===== src/core/spi_pins_pkg.sv =====
// Package of constants and types for the serial pin control block
package spi_pins_pkg;
    // ****************************************************************
    // Widths and reset values
    // ****************************************************************
    localparam int DATA_W          = 8;
    localparam int CNT_W           = 4;
    localparam int DIV_W           = 8;
    localparam logic [DATA_W-1:0] DATA_RST = 8'h00;
    localparam logic [DIV_W-1:0]  DIV_RST  = 8'h00;
    localparam logic [CNT_W-1:0]  BIT_LAST = 4'h7;
    localparam logic [CNT_W-1:0]  CNT_RST  = 4'h0;
    // Pin idle levels: clock low, select high, so reset shows no false edge
    localparam logic [3:0]        SYNC_RST = 4'h7;
    localparam logic [9:0]        PINS_RST = 10'h080;

    typedef enum logic [1:0] {
        ST_IDLE,
        ST_SHIFT,
        ST_DONE
    } xfer_state_type;
endpackage : spi_pins_pkg


===== src/core/spi_select_out_bidir_pins.sv =====
// Serial controller pin logic: automatic select output and single data pin mode
`timescale 1ns/1ps
module spi_select_out_bidir_pins
    import spi_pins_pkg::*;
(
    input  wire logic              I_MCLK,
    input  wire logic              I_RST,
    input  wire logic              I_MASTER_SELECT,
    input  wire logic              I_SELECT_OUTPUT_ENABLE,
    input  wire logic              I_FAULT_DETECT_ENABLE,
    input  wire logic              I_SINGLE_PIN_CONTROL,
    input  wire logic              I_BIDIR_OUT_ENABLE,
    input  wire logic [DIV_W-1:0]  I_DIV_HALF,
    input  wire logic              I_FAULT_CLEAR,
    input  wire logic              I_TX_VALID,
    output logic                   O_TX_READY,
    input  wire logic [DATA_W-1:0] I_TX_DATA,
    output logic                   O_RX_VALID,
    input  wire logic              I_RX_READY,
    output logic [DATA_W-1:0]      O_RX_DATA,
    input  wire logic              I_SCK,
    output logic                   O_SCK,
    output logic                   O_SCK_OE,
    input  wire logic              I_SS_N,
    output logic                   O_SS_N,
    output logic                   O_SS_N_OE,
    input  wire logic              I_MOSI,
    output logic                   O_MOSI,
    output logic                   O_MOSI_OE,
    input  wire logic              I_MISO,
    output logic                   O_MISO,
    output logic                   O_MISO_OE,
    output logic                   O_MODE_FAULT,
    output logic                   O_BUSY
);
    // ****************************************************************
    // Pin synchronisers
    // ****************************************************************
    logic [3:0] sync1_reg, sync2_reg;
    logic [3:0] sync1_next;
    logic       sck_s, ss_s, mosi_s, miso_s;

    always_comb begin
        sync1_next = {I_SCK, I_SS_N, I_MOSI, I_MISO};
    end

    always_ff @(posedge I_MCLK) begin
        if (I_RST) begin
            sync1_reg <= SYNC_RST;
            sync2_reg <= SYNC_RST;
        end else begin
            sync1_reg <= sync1_next;
            sync2_reg <= sync1_reg;
        end
    end

    assign {sck_s, ss_s, mosi_s, miso_s} = sync2_reg;

    // ****************************************************************
    // Mode decode
    // ****************************************************************
    logic auto_ss, fault_check, bidir;

    assign auto_ss     = I_MASTER_SELECT && I_SELECT_OUTPUT_ENABLE
                         && I_FAULT_DETECT_ENABLE;
    // Fault check only on a master input select; multi-master users lose this
    assign fault_check = I_MASTER_SELECT && I_FAULT_DETECT_ENABLE
                         && !I_SELECT_OUTPUT_ENABLE;
    assign bidir       = I_SINGLE_PIN_CONTROL;

    // ****************************************************************
    // Receive path buffer
    // ****************************************************************
    logic              rx_push_reg, rx_push_next;
    logic [DATA_W-1:0] rx_word_reg, rx_word_next;
    logic              buf_ready;

    spi_skid_buffer spi_skid_buffer_inst (
        .clk     (I_MCLK),
        .rst     (I_RST),
        .i_valid (rx_push_reg),
        .o_ready (buf_ready),
        .i_data  (rx_word_reg),
        .o_valid (O_RX_VALID),
        .i_ready (I_RX_READY),
        .o_data  (O_RX_DATA)
    );

    // ****************************************************************
    // Transfer engine
    // ****************************************************************
    xfer_state_type    st_reg, st_next;
    logic [DATA_W-1:0] sh_reg, sh_next;
    logic [CNT_W-1:0]  bit_reg, bit_next;
    logic [DIV_W-1:0]  div_reg, div_next;
    logic              sck_reg, sck_next;
    logic              sck_prev_reg, sck_prev_next;
    logic              fault_reg, fault_next;
    logic              ss_reg, ss_next;
    logic              in_bit_reg, in_bit_next;
    logic              din, slave_sel, tick, rise, fall;

    function automatic logic pick_in(input logic bi, input logic mst,
                                     input logic mo, input logic mi);
        // Unused pin never sampled in single pin mode
        if (bi) begin
            pick_in = mst ? mo : mi;
        end else begin
            pick_in = mst ? mi : mo;
        end
    endfunction : pick_in

    always_comb begin
        din           = pick_in(bidir, I_MASTER_SELECT, mosi_s, miso_s);
        slave_sel     = !I_MASTER_SELECT && !ss_s;
        st_next       = st_reg;
        sh_next       = sh_reg;
        bit_next      = bit_reg;
        div_next      = DIV_RST;
        sck_next      = 1'b0;
        sck_prev_next = sck_s;
        rx_push_next  = 1'b0;
        rx_word_next  = rx_word_reg;
        in_bit_next   = in_bit_reg;
        tick          = 1'b0;
        rise          = 1'b0;
        fall          = 1'b0;
        fault_next    = fault_reg;
        if (I_FAULT_CLEAR) begin
            fault_next = 1'b0;
        end
        // Set wins over clear so a late fault is kept
        if (fault_check && !ss_s) begin
            fault_next = 1'b1;
        end
        if (I_MASTER_SELECT && st_reg == ST_SHIFT) begin
            sck_next = sck_reg;
            if (div_reg >= I_DIV_HALF) begin
                tick     = 1'b1;
                sck_next = ~sck_reg;
            end else begin
                div_next = div_reg + 8'h01;
            end
            rise = tick && !sck_reg;
            fall = tick && sck_reg;
        end else if (!I_MASTER_SELECT) begin
            rise = sck_s && !sck_prev_reg && slave_sel;
            fall = !sck_s && sck_prev_reg && slave_sel;
        end
        unique case (st_reg)
            ST_IDLE: begin
                bit_next = CNT_RST;
                // A push in flight counts as full, else the word would wait in done
                if (I_MASTER_SELECT && I_TX_VALID && buf_ready && !rx_push_reg
                    && !fault_reg) begin
                    sh_next = I_TX_DATA;
                    st_next = ST_SHIFT;
                end else if (slave_sel && I_TX_VALID) begin
                    sh_next = I_TX_DATA;
                    st_next = ST_SHIFT;
                end
            end
            ST_SHIFT: begin
                // Sample on rise, shift on fall: out bit never moves under a rising clock
                if (rise) begin
                    in_bit_next = din;
                end
                if (fall) begin
                    sh_next = {sh_reg[DATA_W-2:0], in_bit_reg};
                    if (bit_reg == BIT_LAST) begin
                        st_next = ST_DONE;
                    end else begin
                        bit_next = bit_reg + 4'h1;
                    end
                end
                if ((!I_MASTER_SELECT && ss_s) || fault_reg) begin
                    st_next = ST_IDLE;
                end
            end
            ST_DONE: begin
                rx_push_next = buf_ready;
                rx_word_next = sh_reg;
                if (buf_ready) begin
                    st_next = ST_IDLE;
                end
            end
        endcase
        // Select low through the whole transfer, high when idle
        ss_next = !(auto_ss && st_next != ST_IDLE);
    end

    always_ff @(posedge I_MCLK) begin
        if (I_RST) begin
            st_reg       <= ST_IDLE;
            sh_reg       <= DATA_RST;
            bit_reg      <= CNT_RST;
            div_reg      <= DIV_RST;
            sck_reg      <= 1'b0;
            sck_prev_reg <= 1'b0;
            fault_reg    <= 1'b0;
            ss_reg       <= 1'b1;
            rx_push_reg  <= 1'b0;
            rx_word_reg  <= DATA_RST;
            in_bit_reg   <= 1'b0;
        end else begin
            st_reg       <= st_next;
            sh_reg       <= sh_next;
            bit_reg      <= bit_next;
            div_reg      <= div_next;
            sck_reg      <= sck_next;
            sck_prev_reg <= sck_prev_next;
            fault_reg    <= fault_next;
            ss_reg       <= ss_next;
            rx_push_reg  <= rx_push_next;
            rx_word_reg  <= rx_word_next;
            in_bit_reg   <= in_bit_next;
        end
    end

    // ****************************************************************
    // Pin drivers, all registered
    // ****************************************************************
    logic [9:0] pins_reg, pins_next;
    logic       run, dout;

    always_comb begin
        run           = (st_reg == ST_SHIFT);
        dout          = sh_reg[DATA_W-1];
        pins_next     = 10'h000;
        pins_next[9]  = I_MASTER_SELECT && sck_reg;
        pins_next[8]  = I_MASTER_SELECT;
        pins_next[7]  = ss_reg;
        pins_next[6]  = auto_ss;
        pins_next[5]  = dout;
        pins_next[3]  = dout;
        pins_next[1]  = (st_reg == ST_IDLE && !I_TX_VALID) || st_reg == ST_DONE;
        pins_next[0]  = run;
        if (bidir) begin
            // Shared pin driven only when the direction bit says so
            pins_next[4] = I_MASTER_SELECT && I_BIDIR_OUT_ENABLE;
            pins_next[2] = !I_MASTER_SELECT && I_BIDIR_OUT_ENABLE && slave_sel;
        end else begin
            pins_next[4] = I_MASTER_SELECT;
            pins_next[2] = slave_sel;
        end
    end

    always_ff @(posedge I_MCLK) begin
        if (I_RST) begin
            pins_reg <= PINS_RST;
        end else begin
            pins_reg <= pins_next;
        end
    end

    assign O_SCK        = pins_reg[9];
    assign O_SCK_OE     = pins_reg[8];
    assign O_SS_N       = pins_reg[7];
    assign O_SS_N_OE    = pins_reg[6];
    assign O_MOSI       = pins_reg[5];
    assign O_MOSI_OE    = pins_reg[4];
    assign O_MISO       = pins_reg[3];
    assign O_MISO_OE    = pins_reg[2];
    assign O_TX_READY   = pins_reg[1];
    assign O_BUSY       = pins_reg[0];
    assign O_MODE_FAULT = fault_reg;
endmodule : spi_select_out_bidir_pins


===== src/core/spi_skid_buffer.sv =====
// Two-entry buffer with valid and ready on both sides
`timescale 1ns/1ps
module spi_skid_buffer
    import spi_pins_pkg::*;
(
    input  wire logic              clk,
    input  wire logic              rst,
    input  wire logic              i_valid,
    output logic                   o_ready,
    input  wire logic [DATA_W-1:0] i_data,
    output logic                   o_valid,
    input  wire logic              i_ready,
    output logic [DATA_W-1:0]      o_data
);
    // ****************************************************************
    // Storage
    // ****************************************************************
    logic [DATA_W-1:0] mem_reg [2];
    logic [DATA_W-1:0] mem_next [2];
    logic              wr_reg, wr_next, rd_reg, rd_next;
    logic [1:0]        cnt_reg, cnt_next;
    logic              push, pop;

    always_comb begin
        push     = i_valid && (cnt_reg != 2'h2);
        pop      = i_ready && (cnt_reg != 2'h0);
        mem_next = mem_reg;
        wr_next  = wr_reg;
        rd_next  = rd_reg;
        if (push) begin
            mem_next[wr_reg] = i_data;
            wr_next          = ~wr_reg;
        end
        if (pop) begin
            rd_next = ~rd_reg;
        end
        cnt_next = cnt_reg + {1'b0, push} - {1'b0, pop};
    end

    always_ff @(posedge clk) begin
        if (rst) begin
            mem_reg[0] <= DATA_RST;
            mem_reg[1] <= DATA_RST;
            wr_reg     <= 1'b0;
            rd_reg     <= 1'b0;
            cnt_reg    <= 2'h0;
        end else begin
            mem_reg <= mem_next;
            wr_reg  <= wr_next;
            rd_reg  <= rd_next;
            cnt_reg <= cnt_next;
        end
    end

    assign o_ready = (cnt_reg != 2'h2);
    assign o_valid = (cnt_reg != 2'h0);
    assign o_data  = mem_reg[rd_reg];
endmodule : spi_skid_buffer


===== config.mk =====
export PLATFORM = sky130hd
export DESIGN_NAME = spi_select_out_bidir_pins
export DESIGN_NICKNAME = d
export VERILOG_FILES = /design/src/core/spi_pins_pkg.sv /design/src/core/spi_select_out_bidir_pins.sv /design/src/core/spi_skid_buffer.sv
export SDC_FILE = /design/constraint.sdc
export NUM_CORES = 1
export LEC_CHECK = 0
export ABC_AREA = 1
export BUFFER_PORTS_ARGS = -buffer_cell sky130_fd_sc_hd__buf_2
export CAP_MARGIN = 20
export CORE_AREA = 5 5 103 105
export CTS_CLUSTER_DIAMETER = 60
export DETAILED_ROUTE_END_ITERATION = 16
export DIE_AREA = 0 0 108 110
export SLEW_MARGIN = 10
export SYNTH_ARGS = -nofsm -noshare
export SYNTH_HDL_FRONTEND = slang
export SYNTH_SLANG_ARGS = --single-unit

===== constraint.sdc =====
create_clock -name I_MCLK -period 2.7 [get_ports I_MCLK]
set_input_delay 0.54 -clock I_MCLK [delete_from_list [all_inputs] [get_ports I_MCLK]]
set_output_delay 0.54 -clock I_MCLK [all_outputs]
set_load 0.03 [all_outputs]

### Yosys cells after proc, flatten, opt, wreduce, memory -nomap -nowiden

Cells that the tools add are included.
Widths: inputs -> output; s select.

| storage, ports and cells | value |
|---|---|
| flip-flop bits (word level) | 74 |
| input port bits | 30 |
| output and inout port bits | 20 |
| word-level logic and storage cells | 125 |

| operators by class | value |
|---|---|
| add/sub/neg operators | 4 |
| $lt $le $gt $ge | 4 |
| equal/unequal tests | 7 |
| multiplexer cells | 33 |
| bitwise operators | 7 |
| reductions and logical operators | 51 |

Operator list:

| cell | number |
|---|---|
| $mux 8 | 7 |
| $logic_and 1x1->1 | 28 |
| $bwmux 16 | 1 |
| $pmux 8 s2 | 1 |
| $mux 1 | 13 |
| $mux 2 | 6 |
| $logic_not 1->1 | 10 |
| $add 8x1->8 const B | 1 |
| $demux 8 s1 | 1 |
| $ge 8x8->1 | 1 |
| $mux 4 | 2 |
| $pmux 4 s2 | 1 |
| $reduce_bool 2->1 | 4 |
| $ne 2x2->1 const B | 3 |
| $pmux 2 s3 | 1 |
| $reduce_and 3->1 | 2 |
| $not 1->1 | 5 |
| $add 4x1->4 const B | 1 |
| $eq 4x3->1 const B | 1 |
| $ge 2x2->1 const B | 2 |
| $not 1->2 | 2 |
| $reduce_or 2->1 | 2 |
| $ne 3x3->1 const B | 1 |
| $reduce_or 3->1 | 1 |
| 8 further kinds | 9 |

### Longest topological paths before layout

Gate-level depths: netlist (run 1).

| logic depth | value |
|---|---|
| depth after elaboration | 11 |
| mapped depth | 17 |
| gate-level depth less buffers | 17 |

### Modules after synthesis

A second synthesis (run 1) with hierarchy kept.

| unflattened totals | value |
|---|---|
| cell total of the unflattened synthesis | 449 |
| area, all modules | 3347.0 um^2 |

By module, submodules not included:

| module | instances | cells an instance | area each (um^2) | sequential area each (um^2) |
|---|---|---|---|---|
| spi_select_out_bidir_pins | 1 | 313 | 2388.5 | 1061.0 |
| spi_skid_buffer | 1 | 136 | 958.4 | 400.4 |

### Least setup slack after synthesis (run 1)

Ideal clock, no wire load.

| timing | value |
|---|---|
| path kind | reg-to-output |
| from | register spi_skid_buffer_inst.rd_reg |
| to | output port O_RX_DATA[6] |
| data arrival time | 1.337 ns |
| required time | 2.160 ns |
| slack | 0.823 ns |
| stages on the path, launching flop included | 4 |
| cell sequence | dfxtp_1 -> clkbuf_1 -> clkbuf_1 -> o21ai_0 |

| on the way | value |
|---|---|
| cells in the longest elaborated chain, start to end | 4 |

RTL lines:

| what | RTL line | source |
|---|---|---|
| start: declaration | spi_skid_buffer.sv:20 | `logic wr_reg, wr_next, rd_reg, rd_next;` |
| start signal: assignment | spi_skid_buffer.sv:50 | `rd_reg <= rd_next;` |
| $not 1->2 (not written as such) | spi_skid_buffer.sv:57 | `assign o_data = mem_reg[rd_reg];` |
| $mux 8 (not written as such) (3 in a row) | spi_skid_buffer.sv:57 |  |
| end: declaration | spi_select_out_bidir_pins.sv:20 | `output logic [DATA_W-1:0] O_RX_DATA,` |

Every way passes these cells. The select of a mux whose other input is x is not followed.

### Worst setup path after layout (run 1)

| timing | value |
|---|---|
| from | register spi_skid_buffer_inst.rd_reg |
| to | output port O_RX_DATA[0] |

Same word-level chain as after synthesis.

==> results of run 1 <==
## logic make-up after synthesis
family / share of synthesized area [%]
AO/OA/AOI/OAI: 12.8
XOR/XNOR: 1.90
adder cells (fa/ha/maj): 5.81
buffers and inverters: 8.91
flip-flops: 45.3
multiplexers: 0.349
AND/OR/NAND/NOR: 24.9
## critical path, cell delays in order (launching register included)
cell and delay [ns]:
dfxtp_1 0.65, nand2_1 0.10, o21ai_0 0.10, buf_2 0.23
## per-layer routing
metal | global-route usage, % | up-vias | share of wire (%) | routed length, um
li1 | - | 1455 | - | -
met1 | 15.4 | 1195 | 49 | 3230
met2 | 18.9 | 48 | 45 | 3010
met3 | 3.61 | 8 | 4.4 | 292
met4 | 5.68 | 0 | 1.6 | 106
met5 | 0 | - | 0 | 0
## stage by stage
step / setup WS, ns / total power, mW / area (sq um) / hold WS (ns) / util [%]
6_report: 0.737 / 2.30 / 3820 / 0.373 / 40.0
5_1_grt: 0.530 / 2.43 / 3820 / 0.354 / 40.0
4_1_cts: 0.706 / 2.33 / 3820 / 0.350 / 40.0
3_5_place_dp: 0.628 / 1.41 / 3600 / 0.392 / 37.7
3_3_place_gp: 0.730 / 1.40 / 3600 / 0.396 / 37.7
2_1_floorplan: 0.823 / 1.34 / 3230 / 0.388 / -
## report_power, final
part	switching [mW]	leakage, nW	internal [mW]
Combinational	0.156	1.01	0.0870
Clock	0.401	0.109	0.520
Sequential	0.0267	0.593	1.11
Total	0.584	1.71	1.72
## area by class of cell
class | instances | area share [%]
Multi-Input combinational cell | 285 | 38.8
Clock inverter | 7 | 2.49
Tap cell | 133 | 4.36
Inverter | 56 | 5.64
Clock buffer | 9 | 3.25
Sequential cell | 73 | 38.3
Timing Repair Buffer | 53 | 7.21
## cells in the mapped netlist
| master | n |
|---|---|
| nand2_1 | 91 |
| dfxtp_1 | 73 |
| inv_1 | 52 |
| nor2_1 | 51 |
| o21ai_0 | 37 |
| a21oi_1 | 29 |
| nand3_1 | 19 |
| ha_1 | 15 |
| clkbuf_1 | 9 |
| or2_2 | 8 |
| nand2_2 | 7 |
| a21oi_2 | 6 |
| buf_2 | 4 |
| xor2_1 | 4 |
| inv_2 | 3 |
| nor3b_1 | 3 |
| xnor2_1 | 3 |
| buf_4 | 2 |
| nand4_1 | 2 |
| nor2_2 | 2 |
| a211oi_1 | 1 |
| buf_1 | 1 |
| inv_6 | 1 |
| mux2_2 | 1 |
| nand2_4 | 1 |
| nand3_4 | 1 |
| nor4_1 | 1 |
| o21a_1 | 1 |
| o21ai_2 | 1 |
| o31ai_1 | 1 |
## how the worst max path moves through the flow
stage,start,end,depth (start not counted)
after floorplan,spi_skid_buffer_inst.rd_reg$_SDFFE_PP0P_,O_RX_DATA[6],3
after global placement,I_DIV_HALF[3],ss_reg$_SDFF_PP1_,17
after detailed placement,I_DIV_HALF[3],bit_reg[1]$_SDFFE_PP0P_,16
after CTS,spi_skid_buffer_inst.rd_reg$_SDFFE_PP0P_,O_RX_DATA[0],3
after global routing,spi_skid_buffer_inst.rd_reg$_SDFFE_PP0P_,O_RX_DATA[1],3
final,spi_skid_buffer_inst.rd_reg$_SDFFE_PP0P_,O_RX_DATA[0],3
==> metrics.md, run 1 <==
| Metric | Value |
|---|---|
| Initial Utilization | 33.8% |
| Worst skew pair latency | 0.34 ns |
| Routed Antenna Nets | 0 |
| Final Non-Filler Cells | 616 |
| Clock Pin Slew Worst Setup and Hold Paths | 0.08 ns |
| CTS-repair resized insts | 0 |
| Syn. warnings | 0 |
| Root Driver | clkbuf_8 |
| Worst hold path stage count | 2 |
| Largest register FFs | 16 |
| Largest cells by area after synthesis | dfxtp_1 45%, nand2_1 11%, inv_1 6.0% |
| Multi-input gate area | 1480 sq um |
| Share of cells above drive strength 1 | 20.7% |
| Leading area contributor after synthesis | dfxtp_1 |
| Die height | 110 um |
| Core area | 9550 sq um |
| Power per cell area | 603 nW/um^2 |
| Hold Path Class | in2reg |
| Area grow syn2layout | 18.2% |
| Avg Cell Area, Syn | 7.51 sq um |
| Syn_nets | 475 |
| Max Clk Rate | 510 MHz |
| Status | finished clean |
| Largest net degree at the start of global routing | 35 |
| Peak VDD IR | 0.000195 V |
| Max clock buf depth | 2 |
| Vias in the first global route | 2,653 |
| Nets | 523 |
| CTS sink count | 73 |
| Wire per inst | 10.8 um |
| ANT cells | 0 |
| CP Max Fanout | 18 |
| Origin of the critical flop-to-flop path | div_reg[0]$_SDFF_PP0_ |
| CTS tree | built |
| Max_slew headroom | 66.1% |
| Io pins | 50 |
| Post-synthesis cell count | 430 |
| #FFs+latches synth | 73 |
| GP Congestion | 0.845 |
| DR vias | 2,706 |
| Min-delay src | I_FAULT_CLEAR |
| Most common cell after layout, fill and taps aside | nand2_1 |
| Critical setup path kind | reg2out |
| # port buffers | 49 |
| Via-to-Cell Ratio | 4.39 |
| Final cycle utilization of the critical path | 72.7% |
| Die width | 108 um |
| Fin crit period | 1.96 ns |
| Worst Setup Start Kind | flip-flop |
| Fillcell total | 1,015 |
| First-pass GRT wire length | 11,500 um |
| First DRT Iteration DRCs | 140 |
| Setup bufs post-CTS | 0 |
| R2r setup slk | 0.90 ns |
| Yosys top cell area share | 45.3% |
| End of the worst register-to-register path | bit_reg[1]$_SDFFE_PP0P_ |
| Dpl hpwl | 4940 um |
| FF/Latch Area | 1460 sq um |
| WP data arrival | 1.42 ns |
| Crit. End Element | output port |
| Die ar. | 11,900 sq um |
| Max-cap violations | 0 |
| CTS Hold Bufs | 0 |
| Final setup fails | 0 |
| Critical Path RT | 2.16 ns |
| Initial DRT Pass Iterations | 5 |
| DRC Markers | 0 |
| Initial antenna violation count | 0 |
| Slew Viols, Final | 0 |
| Unique cell type count in the Yosys netlist | 30 |
| RSZ-0062 raised after global routing | no |
| Sequential share of the synthesized area | 45.3% |
| DRT Wirelength | 6630 um |
| Leak pwr | 1.71 nW |
| Num rows | 36 |
| H-tree depth | 3 |
| Commonest cells after routing, fill and taps aside | 91 x nand2_1, 73 x dfxtp_1, 52 x inv_1, 51 x nor2_1, 49 x buf_2 |
| Gr usage total | 12.1% |
| Worst r2r path cells | 15 |
| Grt total ovfl | 0 |
| Fin. Hold Viols | 0 |
| Worst Hold Path EP | O_MODE_FAULT$_SDFFE_PP0P_ |
| Tightest Pin Transition | 0.507 ns |
| Post-Syn Area | 3230 sq um |
| Setup_tns | 0 ns |
| Dpl cells | 600 |
| Number of CTS-inserted buffers | 9 |
| Final setup skew | 0.0122 ns |
Power figures use the tool's default switching activity.
==> run 2, diff against run 1 <==
- clock period: 2.7 -> 1.9 ns (I/O delays scaled with it)
==> metrics.md, run 2 (synthesized netlist as in run 1, its figures left out) <==
| Metric | Value |
|---|---|
| Gr usage total | 12.2% (+0.12 points) |
| Final setup fails | 0 (unchanged) |
| Worst r2r path cells | 9 (-6) |
| Max_slew headroom | 67.4% (+1.2 points) |
| DRC Markers | 0 (unchanged) |
| Setup_tns | 0 ns (unchanged) |
| Core area | 9550 sq um (unchanged) |
| Crit path capture | spi_skid_buffer_inst.cnt_reg[1]$_SDFF_PP0_ |
| Max clock buf depth | 2 (unchanged) |
| Setup WS post-layout | 0.224 ns (-0.513 ns) |
| Root Driver | clkbuf_8 |
| Fin. Hold Viols | 0 (unchanged) |
| Psw | 0.817 mW (+40%) |
| Crit. End Element | flip-flop |
| Fin crit period | 1.68 ns |
| Hold Path Class | in2reg |
| Worst skew pair latency | 0.35 ns (about the same) |
| Setup bufs post-CTS | 0 (unchanged) |
| Grt total ovfl | 0 (unchanged) |
| Num rows | 36 (unchanged) |
| Wire per inst | 10.8 um (+0.60%) |
| CTS Hold Bufs | 0 (unchanged) |
| CTS sink count | 73 (unchanged) |
| Die ar. | 11,900 sq um (unchanged) |
| Area grow syn2layout | 19.4% |
| Routed Antenna Nets | 0 (unchanged) |
| Die height | 110 um (unchanged) |
| Power per cell area | 831 nW/um^2 (+38%) |
| Final setup skew | 0.00850 ns (-0.00375 ns) |
| Sw frac | 25.5% (+0.16 points) |
| Clock power share | 38.6% (-1.4 points) |
| Dpl hpwl | 5070 um (+2.7%) |
| Max-cap violations | 0 (unchanged) |
| Origin of the critical flop-to-flop path | spi_skid_buffer_inst.cnt_reg[0]$_SDFF_PP0_ |
| Largest register FFs | 16 (unchanged) |
| Share of cells above drive strength 1 | 22.3% (+1.6 points) |
| DR vias | 2,745 (+1.4%) |
| WP data arrival | 1.96 ns (+0.54 ns) |
| Leak pwr | 1.74 nW (+1.4%) |
| ANT cells | 0 (unchanged) |
| Cell internal pwr | 2.38 mW (+39%) |
| Critical Path Source | spi_skid_buffer_inst.cnt_reg[0]$_SDFF_PP0_ |
| Nets | 529 (+1.1%) |
| Final cycle utilization of the critical path | 88.2% |
| Min-delay src | I_FAULT_CLEAR |
| End of the worst register-to-register path | spi_skid_buffer_inst.cnt_reg[1]$_SDFF_PP0_ |
| Fillcell total | 1,038 (+2.3%) |
| Initial antenna violation count | 0 (unchanged) |
| Max Clk Rate | 597 MHz |
| Critical setup path kind | reg2reg |
| Worst path depth | 9 (+6) |
| Worst Setup Start Kind | flip-flop |
| Number of CTS-inserted buffers | 9 (unchanged) |
| Peak VDD IR | 0.000266 V (+37%) |
| Most common cell after layout, fill and taps aside | nand2_1 |
| Clock Pin Slew Worst Setup and Hold Paths | 0.07 ns (about the same) |
| R2r setup slk | 0.22 ns (-0.68 ns) |
| Combinational Power Share | 11.0% (+0.4 points) |
| Status | finished clean |
| Initial DRT Pass Iterations | 4 (-1) |
| Slew Viols, Final | 0 (unchanged) |
| Largest net degree at the start of global routing | 28 (-20%) |
| H-tree depth | 3 (unchanged) |
| DRT Wirelength | 6740 um (+1.6%) |
| Pre-CTS setup slack | 0.0396 ns (-0.589 ns) |
| Critical Path RT | 2.18 ns (+0.02 ns) |
| GP Congestion | 0.837 (-0.91%) |
| Crit-path cells | or2_2 -> nand2_1 -> inv_1 -> ha_1 -> inv_1 -> ha_1 -> xor2_1 -> o21ai_0 -> a21oi_1 |
| Slowest CP cell | dfxtp_1 |
| Tightest Pin Transition | 0.488 ns (-0.0188 ns) |
| Vias in the first global route | 2,636 (-0.64%) |
| Dpl cells | 606 (+1.0%) |
| Buffers plus inverters on the worst setup path | 2 (+1) |
| Initial Utilization | 33.8% (unchanged) |
| First-pass GRT wire length | 11,600 um (+0.12%) |
| Via-to-Cell Ratio | 4.41 (+0.46%) |
| Reg power frac | 50.4% (+1.0 points) |
| RSZ-0062 raised after global routing | no |
| CP Max Fanout | 3 (-15) |
| Final Non-Filler Cells | 622 (+0.97%) |
| Commonest cells after routing, fill and taps aside | 90 x nand2_1, 70 x dfxtp_1, 52 x inv_1, 51 x nor2_1, 49 x buf_2 |
| First DRT Iteration DRCs | 142 (+1.4%) |
| Largest stage delay, worst path | 0.32 ns (-0.33 ns) |
| Die width | 108 um (unchanged) |
| Minimum hold slack | 0.200 ns (-0.173 ns) |
| Io pins | 50 (unchanged) |
| CTS tree | built |
| Cell class contributing the biggest share of worst-path delay | adder cells |
| CTS-repair resized insts | 0 (unchanged) |
| # port buffers | 49 (unchanged) |
run 2: changes by cell type in the layout (fill, tap and decap cells not counted):
cell / change
nand2_1: -1
clkbuf_1: +1
dfxtp_1: -3
clkinv_2: -1
nand2_2: +1
clkinv_4: -1
bufinv_16: -1
clkbuf_8: +2
dfxtp_2: +3
buf_4: +6
run 2: power by group through the flow:
| stage | registers, mW | clock network, mW | logic [mW] |
|---|---|---|---|
| global placement | 1.65 | 0 | 0.345 |
| detailed placement | 1.65 | 0 | 0.353 |
| global route | 1.62 | 1.35 | 0.401 |
| finish | 1.62 | 1.24 | 0.351 |
| floorplan | 1.65 | 0 | 0.249 |
| CTS | 1.62 | 1.28 | 0.354 |
run 2: final cells by class:
class	instances	area (sq um)	area share, %
clock buffer	12	155	4.02
multi-input combinational	285	1480	38.4
tap	133	166	4.32
timing repair buffer	59	320	8.31
inverter	56	215	5.58
clock inverter	4	51.3	1.33
sequential	73	1470	38.0
run 2: worst min path at each step:
stage	end	slack [ns]	depth (start not counted)
after global placement	sync2_reg[2]$_SDFF_PP1_	0.40	1
final	O_MODE_FAULT$_SDFFE_PP0P_	0.20	2
after global routing	sync1_reg[0]$_SDFF_PP1_	0.19	2
after detailed placement	sync2_reg[3]$_SDFF_PP0_	0.40	2
after CTS	O_MODE_FAULT$_SDFFE_PP0P_	0.17	2
after floorplan	sync2_reg[3]$_SDFF_PP0_	0.39	2
run 2: through the flow:
step           util (%)  power, mW  area (sq um)
2_1_floorplan         -       1.90          3230
3_3_place_gp       38.1       1.99          3640
3_5_place_dp       38.1       2.00          3640
4_1_cts            40.3       3.25          3850
5_1_grt            40.4       3.37          3850
6_report           40.4       3.20          3850
run 2: routing by layer:
layer	share of wire (%)	routed length (um)	vias to the layer above	global-route usage (%)
met4	2.6	178	0	5.77
met1	48	3230	1220	14.9
li1	-	-	1462	-
met3	4.6	308	12	4.14
met5	0	0	-	0
met2	45	3020	51	19.5
==> run 3, diff against run 2 <==
- ABC_AREA: 1 -> not set
- CORE_AREA: 5 5 103 105 -> 5 5 102 104
- DIE_AREA: 0 0 108 110 -> 0 0 107 109
==> metrics.md, run 3 <==
| Metric | Value |
|---|---|
| Grt total ovfl | 0 (unchanged) |
| Synthesized-area fraction occupied by adder cells | 5.87% (+0.057 points) |
| Routed Antenna Nets | 0 (unchanged) |
| Final cycle utilization of the critical path | 106% (+17 points) |
| Minimum hold slack | 0.208 ns (+0.00818 ns) |
| Worst skew pair latency | 0.35 ns (about the same) |
| Die ar. | 11,700 sq um (-1.8%) |
| Sw frac | 29.4% (+3.8 points) |
| Final setup fails | 24 (+24) |
| Multi-input gate area | 1880 sq um (+27%) |
| Avg Cell Area, Syn | 9.24 sq um (+23%) |
| XOR/XNOR Fraction of Synth Area | 3.56% (+1.7 points) |
| Via-to-Cell Ratio | 4.84 (+9.6%) |
| Fillcell total | 922 (-11%) |
| CTS sink count | 73 (unchanged) |
| CTS tree | built |
| Largest cells by area after synthesis | dfxtp_1 46%, mux2i_1 7.8%, ha_1 5.9% |
| Die height | 109 um (-0.91%) |
| CP Max Fanout | 8 (+5) |
| R2r setup slk | -0.11 ns (-0.33 ns) |
| H-tree depth | 3 (unchanged) |
| Clock power share | 35.2% (-3.4 points) |
| Root Driver | clkbuf_8 |
| Worst Setup Start Kind | flip-flop |
| Max-cap violations | 0 (unchanged) |
| Fin. Hold Viols | 0 (unchanged) |
| Initial antenna violation count | 0 (unchanged) |
| Share of cells above drive strength 1 | 38.9% (+17 points) |
| Final setup skew | 0.00652 ns (-0.00198 ns) |
| Wire per inst | 13.2 um (+22%) |
| Crit. End Element | flip-flop |
| Area grow syn2layout | 33.3% |
| Number of CTS-inserted buffers | 9 (unchanged) |
| Placed inst area | 3800 sq um (+4.4%) |
| End of the worst register-to-register path | sh_reg[4]$_SDFFE_PP0P_ |
| Clock Pin Slew Worst Setup and Hold Paths | 0.08 ns (about the same) |
| Sequential share of the synthesized area | 45.7% (+0.44 points) |
| Most common cell after layout, fill and taps aside | dfxtp_1 |
| Io pins | 50 (unchanged) |
| Critical Path RT | 2.18 ns (about the same) |
| Syn. warnings | 0 (unchanged) |
| Num rows | 36 (unchanged) |
| Reg power frac | 50.0% (-0.4 points) |
| Post-Syn Area | 3200 sq um (-0.97%) |
| Post-Synth Simple-Gate Area | 18.4% (-6.6 points) |
| Main combinational cell family by area after synthesis | simple AND/OR/NAND/NOR gates |
| Ys async rst share | 0% (unchanged) |
| Worst r2r path cells | 9 (unchanged) |
| # port buffers | 49 (unchanged) |
| GP Congestion | 0.808 (-3.5%) |
| Initial DRT Pass Iterations | 4 (unchanged) |
| FF/Latch Area | 1470 sq um (+0.43%) |
| Leading area contributor after synthesis | dfxtp_1 |
| Finished Cell Area | 4260 sq um (+11%) |
| First-pass GRT wire length | 11,400 um (-1.3%) |
| Die width | 107 um (-0.93%) |
| Slew Viols, Final | 0 (unchanged) |
| RSZ-0062 raised after global routing | yes |
| Largest register FFs | 16 (unchanged) |
| ANT cells | 0 (unchanged) |
| Initial Utilization | 33.8% (about the same) |
| Status | finished with violations |
| Nets | 464 (-12%) |
| Crit path capture | sh_reg[4]$_SDFFE_PP0P_ |
| Yosys top cell area share | 45.7% (+0.44 points) |
| WP data arrival | 2.29 ns (+0.33 ns) |
| Setup WS post-layout | -0.106 ns (-0.330 ns) |
| Psw | 0.955 mW (+17%) |
| Syn_nets | 391 (-18%) |
| Gr usage total | 12.3% (+0.071 points) |
| DR vias | 2,603 (-5.2%) |
| Post-synthesis compound-gate area fraction | 11.6% (-1.2 points) |
| Vias in the first global route | 2,567 (-2.6%) |
| Commonest cells after routing, fill and taps aside | 67 x dfxtp_1, 49 x buf_2, 29 x nor2_1, 25 x mux2i_1, 22 x buf_4 |
| Cell internal pwr | 2.30 mW (-3.8%) |
| Combinational Power Share | 14.8% (+3.8 points) |
| Max clock buf depth | 2 (unchanged) |
| Critical Path Source | div_reg[0]$_SDFF_PP0_ |
| Dpl hpwl | 4910 um (-3.1%) |
| #FFs+latches synth | 73 (unchanged) |
| Tightest Pin Transition | 0.717 ns (+0.229 ns) |
| Leak pwr | 1.74 nW (+0.23%) |
| Max_slew headroom | 52.2% (-15 points) |
| Most numerous cell in the Yosys netlist | dfxtp_1 |
| Unique cell type count in the Yosys netlist | 41 (+37%) |
| Hold Path Class | in2reg |
| Fin crit period | 2.01 ns (+0.330 ns) |
| Peak VDD IR | 0.000289 V (+8.7%) |
| DRC Markers | 0 (unchanged) |
| Synth Flop Type | dfxtp_1 |
| Critical setup path kind | reg2reg |
| Number of synthesized flops with an enable pin | 0 (unchanged) |
| Power per cell area | 762 nW/um^2 (-8.2%) |
| Origin of the critical flop-to-flop path | div_reg[0]$_SDFF_PP0_ |
| Core area | 9460 sq um (-0.94%) |
| First DRT Iteration DRCs | 67 (-53%) |
| Failing checks | setup timing |
| Post-synthesis mux area share | 10.6% (+10 points) |
| DRT Wirelength | 7110 um (+5.5%) |
| Largest net degree at the start of global routing | 45 (+61%) |
| Max Clk Rate | 499 MHz (-16%) |
| CTS Hold Bufs | 0 (unchanged) |
| Post-synthesis cell count | 346 (-20%) |
| Most instantiated cells after synthesis | 73 x dfxtp_1, 39 x nor2_1, 25 x mux2i_1, 22 x a21oi_1, 21 x o21ai_0 |
## run 3: cell type report
type / instances / area share, %
clock buffer: 9 / 2.91
sequential: 73 / 34.5
inverter: 17 / 1.67
timing repair buffer: 78 / 12.1
tap: 114 / 3.35
clock inverter: 7 / 1.44
multi-input combinational: 240 / 44.0
## run 3: how the worst min path moves through the flow
stage,from,to,slack (ns),depth (start not counted)
5_1_grt,I_MOSI,sync1_reg[1]$_SDFF_PP1_,0.20,2
6_report,I_SS_N,sync1_reg[2]$_SDFF_PP1_,0.21,2
3_5_place_dp,sync1_reg[1]$_SDFF_PP1_,sync2_reg[1]$_SDFF_PP1_,0.40,1
2_1_floorplan,ss_reg$_SDFF_PP1_,pins_reg[7]$_SDFF_PP1_,0.39,1
4_1_cts,I_SS_N,sync1_reg[2]$_SDFF_PP1_,0.19,2
3_3_place_gp,sync1_reg[2]$_SDFF_PP1_,sync2_reg[2]$_SDFF_PP1_,0.39,1
## run 3: stage by stage
step                      TNS [ns]  util (%)  power, mW  cells  setup WS [ns]
after floorplan                  0         -       1.94    346       0.000940
after global placement       -3.81      40.2       2.06    518         -0.258
after detailed placement     -4.45      40.2       2.08    518         -0.287
after CTS                   -0.567      42.6       3.23    535        -0.0890
after global routing         -4.40      45.1       3.41    538         -0.208
final                        -1.94      45.1       3.25    538         -0.106
## run 3: what timing repair did
item | in CTS | in global routing
cloned | 0 | 1
gates resized for setup | 14 | 59
setup buffers | 1 | 2
endpoints found under the setup margin | 24 | 25
pin swaps | 3 | 33
## run 3: cell families after synthesis
kind of cell | after synthesis
compound gates | 62
xor+xnor | 13
fa+ha+maj | 15
buf+inv | 33
flops | 73
mux | 33
simple gates | 117
## run 3: power by group through the flow
stage	sequential (mW)	clock (mW)	combinational, mW
2_1_floorplan	1.66	0	0.288
3_3_place_gp	1.66	0	0.406
3_5_place_dp	1.66	0	0.417
4_1_cts	1.62	1.19	0.422
5_1_grt	1.63	1.24	0.531
6_report	1.63	1.14	0.481
## run 3: worst max-delay path, cell delays in order (launching register included)
cell	delay (ns)
dfxtp_2	0.34
inv_2	0.04
ha_4	0.20
nand2b_4	0.14
a2111oi_4	0.42
o21ai_2	0.13
a31oi_4	0.25
buf_6	0.18
o21ai_1	0.08
a21oi_1	0.15
## run 3: metal layers
metal | wire length [um] | global-route usage, % | share of wire (%)
met1 | 3230 | 14.7 | 45
met2 | 3510 | 20.6 | 49
met3 | 216 | 3.20 | 3.0
met4 | 151 | 5.84 | 2.1
met5 | 0 | 0 | 0
